`src/pmrs_pkg.sv`:
```
// Constants and types for the power mode and reset sequencer.
// Assumes a single 125 MHz clock domain and no software-visible bus.
package pmrs_pkg;
  // Port and dedicated input geometry
  localparam int unsigned PORT_BITS = 38;
  localparam int unsigned DED_IN_LO = 2;
  localparam int unsigned DED_IN_HI = 3;
  localparam int unsigned P3_BASE = 24;
  // Stop unlock key and its register reset value
  localparam logic [7:0] STOP_UNLOCK_KEY = 8'ha5;
  localparam logic [7:0] STOP_UNLOCK_RST = 8'h00;
  // Warm-up: time in microseconds, cycles at 8 ns clock
  localparam int unsigned CLK_PERIOD_NS = 8;
  localparam int unsigned WARMUP_US = 100;
  localparam int unsigned WARMUP_CYCLES = (WARMUP_US * 1000) / CLK_PERIOD_NS;
  // Dedicated input mask within the port vector
  localparam logic [PORT_BITS-1:0] DED_MASK =
    (38'h1 << (P3_BASE + DED_IN_LO)) | (38'h1 << (P3_BASE + DED_IN_HI));

  typedef enum logic [3:0] {
    ST_BACKUP = 4'b0001,
    ST_RESET  = 4'b0010,
    ST_RUN    = 4'b0100,
    ST_STOP   = 4'b1000
  } mode_type;
endpackage : pmrs_pkg

```
`src/pmrs_sync.sv`:
```
// Two-flip-flop synchroniser for asynchronous level inputs.
// Assumes inputs come from pins or analog monitors outside mclk.
`timescale 1ns/1ns
module pmrs_sync #(
  parameter int unsigned WIDTH = 1,
  parameter logic [WIDTH-1:0] INIT = '0
) (
  input wire logic mclk,
  input wire logic srst,
  input wire logic [WIDTH-1:0] din,
  output logic [WIDTH-1:0] dout
);
  logic [WIDTH-1:0] meta_ff;
  logic [WIDTH-1:0] sync_ff;

  // First stage read only by the second stage
  always_ff @(posedge mclk) begin
    if (srst) begin
      meta_ff <= INIT;
      sync_ff <= INIT;
    end else begin
      meta_ff <= din;
      sync_ff <= meta_ff;
    end
  end

  assign dout = sync_ff;
endmodule : pmrs_sync

```
`src/power_mode_reset_sequencer.sv`:
```
// Mode sequencer: back-up, reset status, run and stop.
// Assumes pin, supply monitor and interrupt inputs are asynchronous;
// stop request and unlock writes come from the core on mclk.
`timescale 1ns/1ns
module power_mode_reset_sequencer
  import pmrs_pkg::*;
#(
  parameter int unsigned WARMUP_COUNT = pmrs_pkg::WARMUP_CYCLES
) (
  input wire logic mclk,
  input wire logic srst,
  input wire logic external_reset_pin_n,
  input wire logic supply_ok,
  input wire logic watchdog_overflow,
  input wire logic ext_irq,
  input wire logic stop_release_wake,
  input wire logic unlock_wr,
  input wire logic [7:0] unlock_wdata,
  input wire logic stop_exec,
  input wire logic [pmrs_pkg::PORT_BITS-1:0] port_cfg_out_en,
  input wire logic [pmrs_pkg::PORT_BITS-1:0] port_cfg_pullup,
  input wire logic [pmrs_pkg::PORT_BITS-1:0] port_data,
  output logic [pmrs_pkg::PORT_BITS-1:0] pin_out,
  output logic [pmrs_pkg::PORT_BITS-1:0] pin_oe,
  output logic [pmrs_pkg::PORT_BITS-1:0] pullup_en,
  output logic [pmrs_pkg::PORT_BITS-1:0] input_enable,
  output logic reg_init,
  output logic cpu_run,
  output logic stop_active,
  output logic [7:0] stop_unlock_register,
  output logic [3:0] mode_state
);
  import pmrs_pkg::*;

  initial begin
    if (WARMUP_COUNT < 1 || WARMUP_COUNT > 32'h00ffffff)
      $error("WARMUP_COUNT out of range");
  end

  localparam int unsigned CW = $clog2(WARMUP_COUNT + 1);

  // Asynchronous inputs, each through two flops
  logic [4:0] async_raw;
  logic [4:0] async_s;
  assign async_raw = {external_reset_pin_n, supply_ok, watchdog_overflow, ext_irq,
                      stop_release_wake};
  pmrs_sync #(.WIDTH(5), .INIT(5'h00)) u_sync (
    .mclk(mclk),
    .srst(srst),
    .din(async_raw),
    .dout(async_s)
  );

  wire pin_s = async_s[4];
  wire sup_s = async_s[3];
  wire wdt_s = async_s[2];
  wire irq_s = async_s[1];
  wire wake_s = async_s[0];

  mode_type state_ff, nxt_state;
  logic [CW-1:0] warm_ff, nxt_warm;
  logic pin_prev_ff;
  logic sup_prev_ff;
  logic [7:0] unlock_ff, nxt_unlock;
  logic [PORT_BITS-1:0] hold_oe_ff, hold_data_ff, hold_pu_ff;

  // Edge and level decode
  wire backup_cond = !pin_s || !sup_s;
  wire pin_rise = pin_s && !pin_prev_ff;
  wire sup_rise = sup_s && !sup_prev_ff;
  wire rst_event = pin_rise || sup_rise || wdt_s;
  wire warm_done = (warm_ff == CW'(WARMUP_COUNT - 1));
  wire stop_ok = stop_exec && (unlock_ff == STOP_UNLOCK_KEY);
  wire stop_exit = irq_s || wake_s;

  // Mode transitions; back-up has top priority
  always_comb begin
    nxt_state = state_ff;
    case (state_ff)
      ST_BACKUP: begin
        if (!backup_cond && (pin_rise || sup_rise)) nxt_state = ST_RESET;
      end
      ST_RESET: begin
        if (warm_done) nxt_state = ST_RUN;
      end
      ST_RUN: begin
        if (rst_event) nxt_state = ST_RESET;
        else if (stop_ok) nxt_state = ST_STOP;
      end
      ST_STOP: begin
        if (rst_event) nxt_state = ST_RESET;
        else if (stop_exit) nxt_state = ST_RUN;
      end
      default: nxt_state = ST_BACKUP;
    endcase
    if (backup_cond) nxt_state = ST_BACKUP;
  end

  // Warm-up counter restarts on every entry into reset status
  assign nxt_warm = (nxt_state == ST_RESET && state_ff == ST_RESET && !rst_event)
                    ? warm_ff + CW'(1) : '0;

  // Unlock register cleared in back-up and reset status
  always_comb begin
    nxt_unlock = unlock_ff;
    if (nxt_state == ST_BACKUP || nxt_state == ST_RESET) nxt_unlock = STOP_UNLOCK_RST;
    else if (unlock_wr) nxt_unlock = unlock_wdata;
  end

  // Port drive per mode; dedicated inputs keep pull-ups in back-up and reset status
  wire in_stop = (nxt_state == ST_STOP);
  wire in_rst = (nxt_state == ST_BACKUP) || (nxt_state == ST_RESET);
  wire freeze = in_stop && (state_ff == ST_STOP);
  wire [PORT_BITS-1:0] nxt_oe = in_rst ? '0 : (freeze ? hold_oe_ff : port_cfg_out_en);
  wire [PORT_BITS-1:0] nxt_dat = in_rst ? '0 : (freeze ? hold_data_ff : port_data);
  wire [PORT_BITS-1:0] nxt_pu = in_rst ? DED_MASK
                                : (freeze ? hold_pu_ff : port_cfg_pullup);
  wire [PORT_BITS-1:0] nxt_ie = (nxt_state == ST_BACKUP) ? DED_MASK : '1;

  // State, counters and edge history
  always_ff @(posedge mclk) begin
    if (srst) begin
      state_ff <= ST_BACKUP;
      warm_ff <= '0;
      pin_prev_ff <= 1'b0;
      sup_prev_ff <= 1'b0;
      unlock_ff <= STOP_UNLOCK_RST;
    end else begin
      state_ff <= nxt_state;
      warm_ff <= nxt_warm;
      pin_prev_ff <= pin_s;
      sup_prev_ff <= sup_s;
      unlock_ff <= nxt_unlock;
    end
  end

  // Port hold registers double as the port outputs
  always_ff @(posedge mclk) begin
    if (srst) begin
      hold_oe_ff <= '0;
      hold_data_ff <= '0;
      hold_pu_ff <= DED_MASK;
      input_enable <= DED_MASK;
    end else begin
      hold_oe_ff <= nxt_oe;
      hold_data_ff <= nxt_dat;
      hold_pu_ff <= nxt_pu;
      input_enable <= nxt_ie;
    end
  end

  // Status outputs straight from flops
  always_ff @(posedge mclk) begin
    if (srst) begin
      reg_init <= 1'b1;
      cpu_run <= 1'b0;
      stop_active <= 1'b0;
    end else begin
      reg_init <= in_rst;
      cpu_run <= (nxt_state == ST_RUN);
      stop_active <= in_stop;
    end
  end

  assign pin_oe = hold_oe_ff;
  assign pin_out = hold_data_ff;
  assign pullup_en = hold_pu_ff;
  assign stop_unlock_register = unlock_ff;
  assign mode_state = state_ff;
endmodule : power_mode_reset_sequencer

```
`config.mk`:
```
export PLATFORM = sky130hd
export DESIGN_NAME = power_mode_reset_sequencer
export DESIGN_NICKNAME = d
export VERILOG_FILES = /design/src/pmrs_pkg.sv /design/src/pmrs_sync.sv /design/src/power_mode_reset_sequencer.sv
export SDC_FILE = /design/constraint.sdc
export NUM_CORES = 1
export LEC_CHECK = 0
export ABC_AREA = 1
export BUFFER_PORTS_ARGS = -buffer_cell sky130_fd_sc_hd__buf_2
export CORE_MARGIN = 2
export CORE_UTILIZATION = 47
export CTS_CLUSTER_DIAMETER = 120
export DETAILED_ROUTE_END_ITERATION = 10
export PLACE_DENSITY = 0.81
export SETUP_SLACK_MARGIN = 0.05
export SYNTH_ARGS = -nofsm -noshare
export SYNTH_HDL_FRONTEND = slang
export SYNTH_SLANG_ARGS = --single-unit
export TNS_END_PERCENT = 1
```
`constraint.sdc`:
```
create_clock -name mclk -period 2.2 [get_ports mclk]
set_input_delay 0.22 -clock mclk [delete_from_list [all_inputs] [get_ports mclk]]
set_output_delay 0.22 -clock mclk [all_outputs]
set_load 0.02 [all_outputs]
```
* Word level (Yosys, flattened, before mapping)
Index checks and enable logic that the tools add are counted.
Widths: inputs -> output; s select.
** Word-level totals
- Register bits :: 193
- Input port bits :: 131
- Output and inout port bits :: 167
- Word-level logic and storage cells :: 55
** Operators by class
- Add/sub/neg operators :: 1
- Eq/ne operators :: 10
- Mux-type cells :: 9
- Bitwise gates (word level) :: 1
- Reductions and logical operators :: 20
** Operator list (number)
- $mux 38 :: 1
- $mux 4 :: 7
- $pmux 4 s4 :: 1
- $add 14x1->14 const B :: 1
- $eq 14x14->1 const B :: 1
- $eq 4x1->1 const B :: 2
- $eq 4x2->1 const B :: 2
- $eq 4x3->1 const B :: 2
- $eq 4x4->1 const B :: 2
- $eq 8x8->1 const B :: 1
- $logic_and 1x1->1 :: 7
- $logic_not 1->1 :: 6
- $logic_or 1x1->1 :: 5
- $reduce_or 2->1 :: 2
- $not 1->1 :: 1

* Depth between registers and ports, before layout
- Depth after elaboration :: 12
- Mapped depth :: 12

* Cells and area by module
From an unflattened synthesis, not the netlist that was laid out.
** Second synthesis, totals
- Cells, all modules :: 778
- Area, all modules :: 6252.2 sq um
** Modules (own cells, without submodules)
- power_mode_reset_sequencer :: times used 1, cells each 747, area an instance 5965.7 sq um, sequential area each 2922.8 sq um
- pmrs_sync :: times used 1, cells each 31, area an instance 286.5 sq um, sequential area each 200.2 sq um

* Worst setup path after synthesis
No wires, ideal clock.
- Kind :: register to register
- Start :: register state_ff[1], in the netlist mode_state[1]
- End :: register hold_oe_ff[15], in the netlist pin_oe[15]
- Setup time :: 0.119 ns
- Data arrival time :: 1.610 ns
- Required time :: 2.081 ns
- Setup slack :: 0.471 ns
- Stages on the path, launching flop included :: 12
- Buffers on the path :: 2
- Period minus slack after synthesis :: 1.729 ns
- Path through :: dfxtp_1 nand2_1 nor2_1 nor2_1 nand2_1 nand2_1 nor2_4 nand3_2 buf_4 buf_2 nand2_1 a21oi_1
** On the way
- Longest elaborated chain between the ends :: 7
- Elaborated cells between the ends (all ways) :: 18
- Those cells by class :: 7 x eq/ne; 8 x mux; 3 x reduce/logical
** RTL lines
- start, declared :: line power_mode_reset_sequencer.sv:60 : mode_type state_ff, nxt_state;
- start signal, assigned :: line power_mode_reset_sequencer.sv:129 : state_ff <= nxt_state;
- $mux 4, on equally long branches :: line power_mode_reset_sequencer.sv:92, power_mode_reset_sequencer.sv:88
- $mux 4, on equally long branches :: line power_mode_reset_sequencer.sv:91, power_mode_reset_sequencer.sv:87
- $pmux 4 s4 :: line power_mode_reset_sequencer.sv:79 : case (state_ff)
- $mux 4 :: line power_mode_reset_sequencer.sv:96 : if (backup_cond) nxt_state = ST_BACKUP;
- $eq 4x1->1 / $eq 4x2->1 (equally long branches) :: line power_mode_reset_sequencer.sv:112 : wire in_rst = (nxt_state == ST_BACKUP) || (nxt_state == ST_RESET);
- $logic_or 1x1->1 :: line power_mode_reset_sequencer.sv:112
- $reduce_or 2->1 (no line)
- end signal, assigned :: line power_mode_reset_sequencer.sv:145 : hold_oe_ff <= nxt_oe;
- end, declared :: line power_mode_reset_sequencer.sv:65 : logic [PORT_BITS-1:0] hold_oe_ff, hold_data_ff, hold_pu_ff;
Parallel ways exist; a longest one is shown, timed or not.
A chain may end at the register's enable or synchronous reset.

* Worst setup path in the final report
- Start :: register state_ff[3], in the netlist mode_state[3]
- End :: register hold_data_ff[1], in the netlist pin_out[1]
** On the way
- Longest elaborated chain between the ends :: 7
- Elaborated cells between the ends (all ways) :: 18
- Those cells by class :: 7 x eq/ne; 8 x mux; 3 x reduce/logical
** RTL lines
- $mux 4, on equally long branches :: line power_mode_reset_sequencer.sv:92, power_mode_reset_sequencer.sv:88
- $mux 4, on equally long branches :: line power_mode_reset_sequencer.sv:91, power_mode_reset_sequencer.sv:87
- $pmux 4 s4 :: line power_mode_reset_sequencer.sv:79
- $mux 4 :: line power_mode_reset_sequencer.sv:96
- $eq 4x1->1 / $eq 4x2->1 (equally long branches) :: line power_mode_reset_sequencer.sv:112
- $logic_or 1x1->1 :: line power_mode_reset_sequencer.sv:112
- $reduce_or 2->1 (no line)
- end signal, assigned :: line power_mode_reset_sequencer.sv:146 : hold_data_ff <= nxt_dat;
- end, declared :: line power_mode_reset_sequencer.sv:65
Parallel ways exist; a longest one is shown, timed or not.

==> metrics.cfg <==
[status]
status=finished, final reports clean

[final_layout]
final_common_cell=buf_2
n_fill_cell=1181
area_growth_pct=30.6
drive_above_1_share_pct=34.1
final_nets=1156
final_cell_area_sq_um=8310
final_cell_mix=buf_2, nand2_1, dfxtp_1

[synth]
synth_area_sq_um=6370
yosys_warnings=0
yosysTopAreaCell=dfxtp_1
netlist_instances=791
ys_seq_area_share_pct=49.1
synth_area_leaders=dfxtp_1, nand4_1, nand2_1
yosysTopAreaCellShare_pct=49.1
ys_types=26
avgSynthCellArea_sq_um=8.05
ys_seq_elements=156

[sta]
fin_crit_sh_pct=93.2
setup_ws_ns=0.149
hold_viol_final=0
setup_violations=0
finalSetupTns_ns=0
slew_viol_final=0
relSlewSlack_pct=48.4
rsz0062_at_grt=no
tightestPinTransition_ns=0.772
fmax_ghz=0.488
layout_min_cycle_time_ns=2.05
finClkSkew_ns=0.00802

[clock_tree]
clock_path_buffers=2
cts_num_sinks=156
clock_latency_ns=0.41
cts_tree=done
htree_levels=4
cts_setup_buffers=0
clkTransAtPathRegs_ns=0.06
root_buffer=clkbuf_16
cts_buffers=17

[global_routing]
grt.overflow.total=0
grt_max_degree=77
grt_usage_pct=24.3
antenna_found_initial=1
first_global_vias=5888
grt_pass1_wl_mm=28.3

[floorplanning]
fp.dieW_microns=120
num_io_pins=298
die_h_microns=120
die_area_sq_um=14500
core_area_sq_um=13200
std_cell_rows=42
initial_core_util_pct=48.1

[critical_path]
slowest_delay_ns=0.49
path_common_cell=buf_4
path_delay_family=buffers and inverters
crit_path_start_kind=flop
worstPathCellList=nand2_1 > nor2_4 > buf_4 > buf_4 > nand4_1 > a21oi_1
crit_slowest_cell=buf_4
crit_required_ns=2.54
crit_buf_inv=2
path_class=flop to flop
crit_path_max_fanout=49
crit_path_end_kind=flop
arrival_ns=2.39

[routing]
drc=0
antenna_left=0
wl_mm=18.3
wl_per_cell_microns=15.1
dr.pass1.iters=5
drt_iter0_markers=495
vias=6441
via_per_inst=5.31

[power_and_ir_drop]
ir_drop_mv=0.558
totalPowerFinal_w=0.00588
p_leak_nw=4.14
power.density_nw_per_um2=707

[place]
placed_cell_area_sq_um=7700
gp_congestion=0.830
dp_hpwl_mm=12.4
port-buffer-count=295
pre_cts_slack_ns=0.220

[job]
drv_cap=0

[worst_hold_path]
hold_path.class=input port to flop

[Yosys cell counts]
master / n
nand2_1: 158
conb_1: 1
xor2_1: 7
mux2i_1: 7
nand4_1: 118
buf_4: 49
dfxtp_1: 156
inv_1: 28
nand3_1: 15
nor2_2: 4
inv_2: 3
buf_6: 3
buf_1: 2
or2_1: 1
ha_1: 1
xnor2_1: 4
nand3_2: 1
nand2_2: 1
buf_2: 29
nand3b_1: 4
nor2_4: 1
nor2_1: 60
a21oi_1: 114
clkbuf_1: 20
o21ai_2: 1
nor3_1: 3
[state kept, by name (all words and copies together), names as in the netlist]
signal	count
mode_state	4
stop_unlock_register	8
reg_init	1
u_sync.meta_ff	5
pin_oe	38
input_enable	1
u_sync.dout	5
sup_prev_ff	1
stop_active	1
warm_ff	14
cpu_run	1
pullup_en	38
pin_prev_ff	1
pin_out	38
[area by class of cell]
class / instances / area, sq um / area share, %
antenna: 2 / 5.00 / 0.0602
clock buffer: 19 / 443 / 5.33
sequential: 156 / 3120 / 37.6
multi-input combinational: 502 / 2530 / 30.4
inverter: 31 / 116 / 1.40
clock inverter: 11 / 120 / 1.44
timing repair buffer: 316 / 1760 / 21.1
tap: 176 / 220 / 2.65
[per-layer routing]
metal	up-vias	global-route usage (%)	wire [microns]
met4	0	11.3	561
met2	295	42.0	9180
met3	42	7.26	1530
li1	3115	-	-
met1	2989	27.3	7020
met5	-	0	0
[tightest hold or removal path, stage by stage]
cell,delay [ns]
buf_2,0.08
inv_1,0.03
nor2_1,0.06
[metrics by stage]
stage               hold WS (ns)  utilization, %  instances
global placement           0.396            58.2       1177
CTS                     0.000841            62.7       1211
detailed placement         0.396            58.2       1177
floorplan                  0.327               -        792
global route             0.00565            62.8       1212
finish                    0.0178            62.8       1213
[power breakdown]
group | switching (W) | internal (W) | total, W | leakage [nW]
registers | 0.00000459 | 0.00284 | 0.00284 | 1.26
clock network | 0.00112 | 0.00168 | 0.00281 | 0.271
logic | 0.000101 | 0.000129 | 0.000230 | 2.61
[timing repair]
action	in CTS	in global routing
hold buffers	4	0
gates resized for setup	0	0
endpoints found under the hold margin	4	0
[final timing paths]
kind	slack, ns	startpoint	end	cells past startpoint
worst min-delay path	0.02	ext_irq	u_sync.meta_ff[1]	3
worst min register to register	0.40	u_sync.meta_ff[0]	u_sync.dout[0]	2
worst max-delay path	0.15	mode_state[3]	pin_out[1]	6
worst max register to register	0.15	mode_state[3]	pin_out[1]	6
[cell families after synthesis]
logic type / synth area share, %
fa+ha+maj: 0.197
xor+xnor: 1.51
flops: 49.1
simple gates: 27.3
buf+inv: 11.7
other cells: 0.0589
mux: 1.10
compound gates: 9.10
No activity file was read; power rests on OpenSTA's default activity.
